[src/pkg/txcs_pkg.sv]
// Purpose: Shared constants and carriers for the transmit cell scheduler
// Assumes: 20 MHz system clock, 32-bit register port with byte offsets
// Notes:   Prescaler reset is derived from clock period and SONET payload rate
package txcs_pkg;

  // Register offsets
  localparam logic [7:0] OFF_ENQUEUE   = 8'h00;
  localparam logic [7:0] OFF_RESUME    = 8'h04;
  localparam logic [7:0] OFF_TIMER     = 8'h08;
  localparam logic [7:0] OFF_CLOSE     = 8'h0c;
  localparam logic [7:0] OFF_PRESCALE  = 8'h10;
  localparam logic [7:0] OFF_TIMESLOT  = 8'h14;
  localparam logic [7:0] OFF_CONTROL   = 8'h18;
  localparam logic [7:0] OFF_THR_VALUE = 8'h1c;
  localparam logic [7:0] OFF_THR_COUNT = 8'h20;
  localparam logic [7:0] OFF_MPEG      = 8'h24;

  // Field positions
  localparam int CTRL_CLOSE_DRAIN_BIT = 0;
  localparam int CTRL_LOWQ_WFQ_BIT    = 17;
  localparam int TIMER_STOP_BIT       = 0;
  localparam int MPEG_FRAC_BITS       = 12;
  localparam int ACC_TOP_BIT          = 23;

  // Timing
  localparam longint CLK_PERIOD_NS    = 50;
  localparam longint CELL_BITS        = 424;
  localparam longint PAYLOAD_KBPS     = 599040;
  localparam longint RM_BOUND_MS      = 100;
  localparam longint RATE_DECREASE_TIME_FACTOR_UNIT_NS     = 10000;
  localparam int     RATE_DECREASE_TIME_FACTOR_UNIT_CYC    = int'((RATE_DECREASE_TIME_FACTOR_UNIT_NS + CLK_PERIOD_NS - 1) / CLK_PERIOD_NS);
  localparam longint RM_BOUND_CYC     = RM_BOUND_MS * 1000000 / CLK_PERIOD_NS;

  // Reset values
  localparam logic [23:0] PRESCALE_RST =
    24'((CLK_PERIOD_NS * PAYLOAD_KBPS * (64'd1 << 23)) / (CELL_BITS * 1000000));
  localparam logic [14:0] MPEG_RST     = 15'h3ecb;
  localparam logic [31:0] CONTROL_RST  = 32'h0000_0000;
  localparam logic [31:0] THR_RST      = 32'h0000_0000;

  typedef struct packed {
    logic [15:0] peak;
    logic [15:0] avg;
  } txcs_sched_t;

  typedef struct packed {
    logic        abr;
    logic [3:0]  nrm;
    logic [3:0]  trm;
    logic [9:0]  rate_decrease_time_factor;
    logic [15:0] initial_cell_rate;
    logic [15:0] current_cell_rate;
    logic        path_shared;
    logic        share_per_packet;
    logic        mpeg;
    logic        lowq;
    logic [31:0] dma_ptr;
  } txcs_desc_t;

  typedef enum logic [1:0] {
    CL_IDLE = 2'b01,
    CL_WAIT = 2'b10
  } txcs_close_t;

endpackage

[src/core/txcs_core.sv]
// Purpose: Transmit cell scheduler timing, primitives, throttle and ABR supervision
// Assumes: One active channel context presented on i_desc; synchronous inputs
// Notes:   Registers reached through a simple write/read strobe port
module txcs_core #(
  parameter longint P_RM_BOUND_CYC = txcs_pkg::RM_BOUND_CYC
) (
  input  wire logic                 i_clock,
  input  wire logic                 i_rst_n,
  input  wire logic                 i_reg_wr,
  input  wire logic                 i_reg_rd,
  input  wire logic [7:0]           i_reg_addr,
  input  wire logic [31:0]          i_reg_wdata,
  output logic      [31:0]          o_reg_rdata,
  input  wire txcs_pkg::txcs_desc_t  i_desc,
  input  wire txcs_pkg::txcs_sched_t i_chan_sched,
  input  wire txcs_pkg::txcs_sched_t i_path_sched,
  input  wire logic                 i_phy_pos,
  input  wire logic                 i_work_ready,
  input  wire logic                 i_cell_accept,
  output logic                      o_cell_req,
  input  wire logic                 i_pkt_done,
  input  wire logic [15:0]          i_pkt_blocks,
  output logic      [31:0]          o_next_start,
  output logic                      o_frame_mode,
  output logic                      o_prepend_header,
  output txcs_pkg::txcs_sched_t     o_sched,
  output logic                      o_share_per_packet,
  output logic                      o_lowq_frame_wfq,
  output logic                      o_enq_valid,
  output logic      [31:0]          o_enq_data,
  output logic                      o_close_req,
  output logic                      o_close_drain,
  output logic      [31:0]          o_close_addr,
  input  wire logic                 i_seg_stopped,
  output logic                      o_close_event,
  input  wire logic [31:0]          i_timer_period,
  output logic                      o_dma_exec,
  output logic      [31:0]          o_dma_ptr,
  input  wire logic                 i_abr_cell_sent,
  input  wire logic                 i_rm_sent,
  output logic                      o_rm_due,
  output logic                      o_rate_to_icr,
  output logic      [15:0]          o_new_rate,
  output logic                      o_suspended,
  input  wire logic                 i_pcr_valid,
  input  wire logic [32:0]          i_pcr_value,
  output logic                      o_pcr_valid,
  output logic      [31:0]          o_pcr_slot,
  input  wire logic [31:0]          i_serviced_count,
  output logic                      o_work_pending,
  output logic      [31:0]          o_timeslot
);

  ////////////////////////////////////////////////////////////////////////////
  // Register port decode
  function automatic logic hit(input logic [7:0] a, input logic [7:0] off);
    return a == off;
  endfunction

  wire logic wr_enq      = i_reg_wr && hit(i_reg_addr, txcs_pkg::OFF_ENQUEUE);
  wire logic wr_resume   = i_reg_wr && hit(i_reg_addr, txcs_pkg::OFF_RESUME);
  wire logic wr_timer    = i_reg_wr && hit(i_reg_addr, txcs_pkg::OFF_TIMER);
  wire logic wr_close    = i_reg_wr && hit(i_reg_addr, txcs_pkg::OFF_CLOSE);
  wire logic wr_prescale = i_reg_wr && hit(i_reg_addr, txcs_pkg::OFF_PRESCALE);
  wire logic wr_control  = i_reg_wr && hit(i_reg_addr, txcs_pkg::OFF_CONTROL);
  wire logic wr_thr      = i_reg_wr && hit(i_reg_addr, txcs_pkg::OFF_THR_VALUE);
  wire logic wr_mpeg     = i_reg_wr && hit(i_reg_addr, txcs_pkg::OFF_MPEG);

  logic [23:0] prescale;
  logic [23:0] accum;
  logic [31:0] control;
  logic [31:0] thr_value;
  logic [31:0] thr_count;
  logic [14:0] mpeg_factor;

  logic [31:0] rd_mux;
  always_comb begin
    if (hit(i_reg_addr, txcs_pkg::OFF_PRESCALE)) begin
      rd_mux = {8'h00, prescale};
    end else if (hit(i_reg_addr, txcs_pkg::OFF_TIMESLOT)) begin
      rd_mux = o_timeslot;
    end else if (hit(i_reg_addr, txcs_pkg::OFF_CONTROL)) begin
      rd_mux = control;
    end else if (hit(i_reg_addr, txcs_pkg::OFF_THR_VALUE)) begin
      rd_mux = thr_value;
    end else if (hit(i_reg_addr, txcs_pkg::OFF_THR_COUNT)) begin
      rd_mux = thr_count;
    end else if (hit(i_reg_addr, txcs_pkg::OFF_MPEG)) begin
      rd_mux = {17'h00000, mpeg_factor};
    end else begin
      // Write-only primitive ports and unmapped offsets read as zero
      rd_mux = 32'h0000_0000;
    end
  end

  always_ff @(posedge i_clock) begin
    if (!i_rst_n) begin
      o_reg_rdata <= 32'h0000_0000;
      prescale    <= txcs_pkg::PRESCALE_RST;
      control     <= txcs_pkg::CONTROL_RST;
      thr_value   <= txcs_pkg::THR_RST;
      mpeg_factor <= txcs_pkg::MPEG_RST;
    end else begin
      if (i_reg_rd) begin
        o_reg_rdata <= rd_mux;
      end
      if (wr_prescale) begin
        prescale <= i_reg_wdata[23:0];
      end
      if (wr_control) begin
        control <= i_reg_wdata;
      end
      if (wr_thr) begin
        thr_value <= i_reg_wdata;
      end
      if (wr_mpeg) begin
        mpeg_factor <= i_reg_wdata[14:0];
      end
    end
  end

  ////////////////////////////////////////////////////////////////////////////
  // Timeslot prescaler and counter
  wire logic [23:0] next_accum = accum + prescale;
  wire logic        slot_tick  = next_accum[txcs_pkg::ACC_TOP_BIT] != accum[txcs_pkg::ACC_TOP_BIT];

  always_ff @(posedge i_clock) begin
    if (!i_rst_n) begin
      accum      <= 24'h000000;
      o_timeslot <= 32'h0000_0000;
    end else begin
      accum <= next_accum;
      if (slot_tick) begin
        o_timeslot <= o_timeslot + 32'h0000_0001;
      end
    end
  end

  // Modular compare: any difference means a slot awaits service
  assign o_work_pending = (o_timeslot - i_serviced_count) != 32'h0000_0000;

  ////////////////////////////////////////////////////////////////////////////
  // Scheduling parameter selection and frame mode
  assign o_frame_mode       = i_phy_pos;
  assign o_prepend_header   = !i_phy_pos;
  assign o_sched            = i_desc.path_shared ? i_path_sched : i_chan_sched;
  assign o_share_per_packet = i_desc.share_per_packet;
  assign o_lowq_frame_wfq   = control[txcs_pkg::CTRL_LOWQ_WFQ_BIT];

  wire logic        pkt_wfq   = o_lowq_frame_wfq && i_desc.lowq;
  wire logic [31:0] frame_gap = pkt_wfq ? {16'h0000, o_sched.avg}
                                        : o_sched.peak * i_pkt_blocks;

  always_ff @(posedge i_clock) begin
    if (!i_rst_n) begin
      o_next_start <= 32'h0000_0000;
    end else if (i_pkt_done && o_frame_mode) begin
      o_next_start <= o_timeslot + frame_gap;
    end
  end

  ////////////////////////////////////////////////////////////////////////////
  // Segmentation throttle and cell request
  logic [15:0] cells_since_rm;
  wire logic [16:0] rm_budget  = (17'h00001 << i_desc.nrm) + 17'h00001;
  wire logic        budget_out = i_desc.abr && ({1'b0, cells_since_rm} >= rm_budget);

  // Request withheld while throttling, or on ABR channels while suspended or out of RM budget
  assign o_cell_req = i_work_ready && (thr_count == 32'h0000_0000)
                      && !(i_desc.abr && (o_suspended || budget_out));

  always_ff @(posedge i_clock) begin
    if (!i_rst_n) begin
      thr_count <= 32'h0000_0000;
    end else if (i_cell_accept) begin
      thr_count <= thr_value;
    end else if (thr_count != 32'h0000_0000) begin
      thr_count <= thr_count - 32'h0000_0001;
    end
  end

  ////////////////////////////////////////////////////////////////////////////
  // ABR supervision
  logic [31:0] rm_time;
  logic        rate_decrease_time_factor_fired;
  wire logic [31:0] rm_bound   = 32'(P_RM_BOUND_CYC) >> i_desc.trm;
  wire logic [31:0] rate_decrease_time_factor_limit = 32'(i_desc.rate_decrease_time_factor) * 32'(txcs_pkg::RATE_DECREASE_TIME_FACTOR_UNIT_CYC);
  wire logic        time_due   = rm_time >= rm_bound;
  wire logic        rate_decrease_time_factor_event = i_desc.abr && !rate_decrease_time_factor_fired && (i_desc.rate_decrease_time_factor != 10'h000)
                                 && (rm_time >= rate_decrease_time_factor_limit);
  wire logic        crm_event  = i_desc.abr && budget_out && time_due;
  wire logic        ccr0_event = i_desc.abr && (i_desc.current_cell_rate == 16'h0000);

  assign o_rm_due = i_desc.abr && (budget_out || time_due);

  always_ff @(posedge i_clock) begin
    if (!i_rst_n) begin
      rm_time        <= 32'h0000_0000;
      cells_since_rm <= 16'h0000;
      rate_decrease_time_factor_fired     <= 1'b0;
      o_rate_to_icr  <= 1'b0;
      o_new_rate     <= 16'h0000;
      o_suspended    <= 1'b0;
    end else begin
      o_rate_to_icr <= rate_decrease_time_factor_event;
      if (rate_decrease_time_factor_event) begin
        o_new_rate <= i_desc.initial_cell_rate;
      end
      if (i_rm_sent) begin
        rm_time        <= 32'h0000_0000;
        cells_since_rm <= 16'h0000;
        rate_decrease_time_factor_fired     <= 1'b0;
      end else begin
        if (rm_time != 32'hffff_ffff) begin
          rm_time <= rm_time + 32'h0000_0001;
        end
        if (i_abr_cell_sent && cells_since_rm != 16'hffff) begin
          cells_since_rm <= cells_since_rm + 16'h0001;
        end
        if (rate_decrease_time_factor_event) begin
          rate_decrease_time_factor_fired <= 1'b1;
        end
      end
      // A suspending event in the resume cycle wins
      if (rate_decrease_time_factor_event || crm_event || ccr0_event) begin
        o_suspended <= 1'b1;
      end else if (wr_resume) begin
        o_suspended <= 1'b0;
      end
    end
  end

  ////////////////////////////////////////////////////////////////////////////
  // Primitives: enqueue, close, timer
  txcs_pkg::txcs_close_t close_state;
  logic        timer_run;
  logic [31:0] timer_count;

  always_ff @(posedge i_clock) begin
    if (!i_rst_n) begin
      o_enq_valid   <= 1'b0;
      o_enq_data    <= 32'h0000_0000;
      o_close_req   <= 1'b0;
      o_close_drain <= 1'b0;
      o_close_addr  <= 32'h0000_0000;
      o_close_event <= 1'b0;
      close_state   <= txcs_pkg::CL_IDLE;
    end else begin
      o_enq_valid   <= wr_enq;
      o_close_req   <= 1'b0;
      o_close_event <= 1'b0;
      if (wr_enq) begin
        o_enq_data <= i_reg_wdata;
      end
      case (close_state)
        txcs_pkg::CL_IDLE: begin
          if (wr_close) begin
            o_close_req   <= 1'b1;
            o_close_drain <= control[txcs_pkg::CTRL_CLOSE_DRAIN_BIT];
            o_close_addr  <= i_reg_wdata;
            close_state   <= txcs_pkg::CL_WAIT;
          end
        end
        txcs_pkg::CL_WAIT: begin
          if (i_seg_stopped) begin
            o_close_event <= 1'b1;
            close_state   <= txcs_pkg::CL_IDLE;
          end
        end
        default: begin
          close_state <= txcs_pkg::CL_IDLE;
        end
      endcase
    end
  end

  always_ff @(posedge i_clock) begin
    if (!i_rst_n) begin
      timer_run   <= 1'b0;
      timer_count <= 32'h0000_0000;
      o_dma_exec  <= 1'b0;
      o_dma_ptr   <= 32'h0000_0000;
    end else begin
      o_dma_exec <= 1'b0;
      if (wr_timer) begin
        timer_run   <= !i_reg_wdata[txcs_pkg::TIMER_STOP_BIT];
        timer_count <= i_timer_period;
      end else if (timer_run) begin
        if (timer_count == 32'h0000_0000) begin
          timer_run  <= 1'b0;
          o_dma_exec <= 1'b1;
          o_dma_ptr  <= i_desc.dma_ptr;
        end else begin
          timer_count <= timer_count - 32'h0000_0001;
        end
      end
    end
  end

  ////////////////////////////////////////////////////////////////////////////
  // MPEG clock reference conversion
  wire logic [47:0] pcr_product = 48'(i_pcr_value) * 48'(mpeg_factor);

  always_ff @(posedge i_clock) begin
    if (!i_rst_n) begin
      o_pcr_valid <= 1'b0;
      o_pcr_slot  <= 32'h0000_0000;
    end else begin
      o_pcr_valid <= i_pcr_valid && i_desc.mpeg;
      if (i_pcr_valid && i_desc.mpeg) begin
        o_pcr_slot <= pcr_product[txcs_pkg::MPEG_FRAC_BITS +: 32];
      end
    end
  end
endmodule

[config.mk]
export PLATFORM = sky130hd
export DESIGN_NAME = txcs_core
export DESIGN_NICKNAME = d
export VERILOG_FILES = /design/src/pkg/txcs_pkg.sv /design/src/core/txcs_core.sv
export SDC_FILE = /design/constraint.sdc
export NUM_CORES = 2
export LEC_CHECK = 0
export BUFFER_PORTS_ARGS = -buffer_cell sky130_fd_sc_hd__buf_2
export CAP_MARGIN = 40
export CORE_MARGIN = 2
export CORE_UTILIZATION = 60
export DETAILED_ROUTE_END_ITERATION = 7
export PLACE_DENSITY = 0.87
export SLEW_MARGIN = 20
export SYNTH_ARGS = -nofsm -noshare
export SYNTH_HDL_FRONTEND = slang
export SYNTH_SLANG_ARGS = --single-unit
[constraint.sdc]
create_clock -name i_clock -period 13.7 [get_ports i_clock]
set_input_delay 2.74 -clock i_clock [delete_from_list [all_inputs] [get_ports i_clock]]
set_output_delay 2.74 -clock i_clock [all_outputs]
set_load 0.05 [all_outputs]
==> summary.md <==
| Metric | Value |
|---|---|
| Number of flops mapped to enable cells by yosys | `0` |
| Mux cell area share after synthesis | `1.983%` |
| Post-synth top area share | `24.27%` |
| CTS tree | `built` |
| DR WL met2 | `68500 µm` |
| R2R depth | `23` |
| Final core occ | `67.93%` |
| Status | `finished with violations` |
| Cell mode on critical path | `fa_1` |
| R2R setup slack | `6.38 ns` |
| Root buffer cell | `clkbuf_16` |
| Vias | `44161` |
| Predominant post-synthesis flop cell | `dfxtp_1` |
| Remaining antenna violation count | `0` |
| VDD IR max | `0.4740 mV` |
| Sequential area share after synthesis | `19.96%` |
| Routed WL | `150200 µm` |
| Met1 WL | `57400 µm` |
| RSZ-0062 raised after global routing | `no` |
| Slew Limit Fails | `0` |
| Share of layout cells above drive strength 1 | `13.67%` |
| Post-CTS setup buffer count | `0` |
| Vias in the first global route | `44701` |
| Hold_sp | `o_next_start[27]` |
| Fmax | `89.54 MHz` |
| Count of final setup violators | `0` |
| RR Startpoint | `mpeg_factor[3]` |
| Slowest cell on crit path | `mux2_2` |
| CP endpoint kind | `register` |
| Failing checks | `DRC` |
| Critical path's largest stage delay | `0.57 ns` |
| Worst hold endpoint | `o_next_start[27]` |
| Most frequent cells in the layout | `1077 x nand2_1, 683 x inv_1, 599 x buf_2, 596 x fa_1, 487 x dfxtp_1` |
| Main combinational cell family by area after synthesis | `adder cells` |
| Worst-path fanout max | `32` |
| Cell variety after synth | `92` |
| Pin count of the biggest net entering global routing | `225` |
| Chip height | `290.2 µm` |
| Gpl congestion | `0.9791` |
| DRT iter0 DRCs | `4024` |
| WS Path Type | `in2reg` |
| Detailed Place HPWL | `114600 µm` |
| Top cells by area, synth | `fa_1 24%, dfxtp_1 20%, ha_1 9.6%` |
| CP arrival | `11.69 ns` |
| Static Leak | `25.77 nW` |
| Routed wl met3 | `15450 µm` |
| PwrDens | `251.2 nW/µm²` |
| Core Box Area | `80810 µm²` |
| Async S/R FF share, synth | `0%` |
| Hold crit path type | `reg2reg` |
| Synthesis-to-layout area growth | `11.67%` |
| CP Launch Type | `primary input` |
| Seq cells post-synth | `490` |
| Die area | `84230 µm²` |
| Final worst path period share | `81.52%` |
| Via density | `5.948` |
| Port bufs | `600` |
| Synth Net Count | `7190` |
| Initial antenna violation count | `22` |
| Num CTS Buffers | `54` |
| Die W | `290.2 µm` |
| First-pass GRT wire length | `237000 µm` |
| WP data required | `14.22 ns` |
| XOR/XNOR Fraction of Synth Area | `4.276%` |
| Post-layout min period | `11.17 ns` |
| Hold_buf cts | `0` |
| Yosys warning total | `0` |
| Synth Area in Compound Gates | `11.38%` |
| H-tree level count | `2` |
| Setup_tns | `0 ns` |
| Longest Clk Path Bufs | `3` |
| Synth Area per Inst | `8.333 µm²` |
| Final hold violations | `0` |
| CTS clk-pin slew, worst paths | `0.06 ns` |
| Tot GR Track Use | `35.11%` |
| Drt first pass iters | `8` |
| DR WL/cell | `20.23 µm` |
| Worst-Skew Late Latency | `0.67 ns` |
| Fin Clk Skew | `0.06840 ns` |
| Hold Path Depth | `2` |
| Fillers | `6247` |
| Core Rows | `104` |
| Commonest non-fill, non-tap cell in the layout | `nand2_1` |
| Synthesized instance count | `5899` |
| Post_cts resized | `0` |
| Max-cap viol count | `0` |
| Synth Cell Area | `49160 µm²` |
| DRC Markers | `1` |
| Synth Area in Adders | `33.92%` |
| Layout Nets | `7603` |
| RR Endpoint | `o_pcr_slot[23]` |
| Top layer in use | `met5` |
| # IOs | `603` |
| Initial Util | `60.83%` |
| Slew Limit Headroom | `23.91%` |
| Least-Margin Pin Slew | `1.141 ns` |
| Post-synthesis simple-gate area fraction | `20.86%` |
| Most area-hungry cell type in the Yosys netlist | `fa_1` |
| Clk sinks | `490` |
| Total congestion overflow | `0` |
-- synth_stat cells, drive strengths merged (32+ instances only) --
cell type  instances
a21oi            397
nand2b            39
nor2             355
dfxtp            490
nand2           1077
fa               596
clkbuf           278
xnor2            135
nor2b             37
inv              684
and2             341
a222oi            32
nand4             39
mux2              59
nor3              88
and3              33
a211oi            61
nand3            101
o21ai            156
xor2             105
a31oi             34
a21o              70
ha               379
-- report_power, final --
| part | internal (mW) | total, mW | switching [mW] |
|---|---|---|---|
| clock network | 0.965 | 1.63 | 0.669 |
| registers | 1.52 | 1.60 | 0.0755 |
| logic | 4.42 | 10.6 | 6.13 |
| total | 6.91 | 13.8 | 6.88 |
-- how the worst max path moves through the flow --
stage,to,start
6_report,o_next_start[31],i_desc[35]
5_1_grt,o_next_start[31],i_desc[35]
4_1_cts,o_next_start[31],i_desc[35]
3_5_place_dp,o_next_start[31],i_desc[35]
3_3_place_gp,o_next_start[31],i_desc[35]
2_1_floorplan,o_next_start[31],i_desc[35]
-- registers in the layout, indices dropped and copies added (netlist names), 2 cells and up --
signal and count:
accum 23, cells_since_rm 16, close_state 2, control 32
mpeg_factor 15, o_close_addr 32, o_dma_ptr 32, o_enq_data 32
o_new_rate 16, o_next_start 32, o_pcr_slot 32, o_reg_rdata 32
o_timeslot 32, prescale 24, rm_time 32, thr_count 32
thr_value 32, timer_count 32
-- critical path, delay by kind of cell --
kind / cells / cell delay [ns]
adder cells (fa/ha/maj): 8 / 3.63
AND/OR/NAND/NOR: 6 / 1.00
multiplexers: 1 / 0.57
AO/OA/AOI/OAI: 12 / 3.02
buffers and inverters: 5 / 0.72
-- routing by layer --
layer | GRT usage (%) | vias up
li1 | - | 19888
met1 | 44.32 | 21340
met2 | 56.14 | 2386
met3 | 8.366 | 533
met4 | 18.39 | 14
met5 | 0 | -
-- layout make-up --
class,instances,area [µm²],area share [%]
multi-input cells,4425,35640,64.92
flip-flops and latches,490,9813,17.88
repair buffers,656,3518,6.409
inverters,685,2579,4.698
clock buffers,73,1543,2.810
well taps,1060,1326,2.416
clock inverters,27,452.9,0.8251
diodes,9,22.52,0.04103
-- per-stage QoR --
| step | hold slack, ns | setup slack, ns | instances | total power, mW | instance area (µm²) |
|---|---|---|---|---|---|
| CTS | 0.4498 | 2.624 | 7414 | 13.67 | 54840 |
| global placement | 0.4374 | 2.187 | 7307 | 11.63 | 52720 |
| finish | 0.4495 | 2.531 | 7425 | 13.79 | 54900 |
| floorplan | 0.4311 | 2.459 | 5899 | 9.645 | 49160 |
| detailed placement | 0.4399 | 1.977 | 7314 | 11.95 | 52840 |
| global route | 0.4605 | 2.212 | 7420 | 15.00 | 54880 |
-- logic make-up after synthesis --
group,Yosys count
multiplexers,90
flip-flops,490
adder cells (fa/ha/maj),975
buffers and inverters,984
XOR/XNOR,240
AND/OR/NAND/NOR,2217
AO/OA/AOI/OAI,903
(Power assumes the default switching activity.)
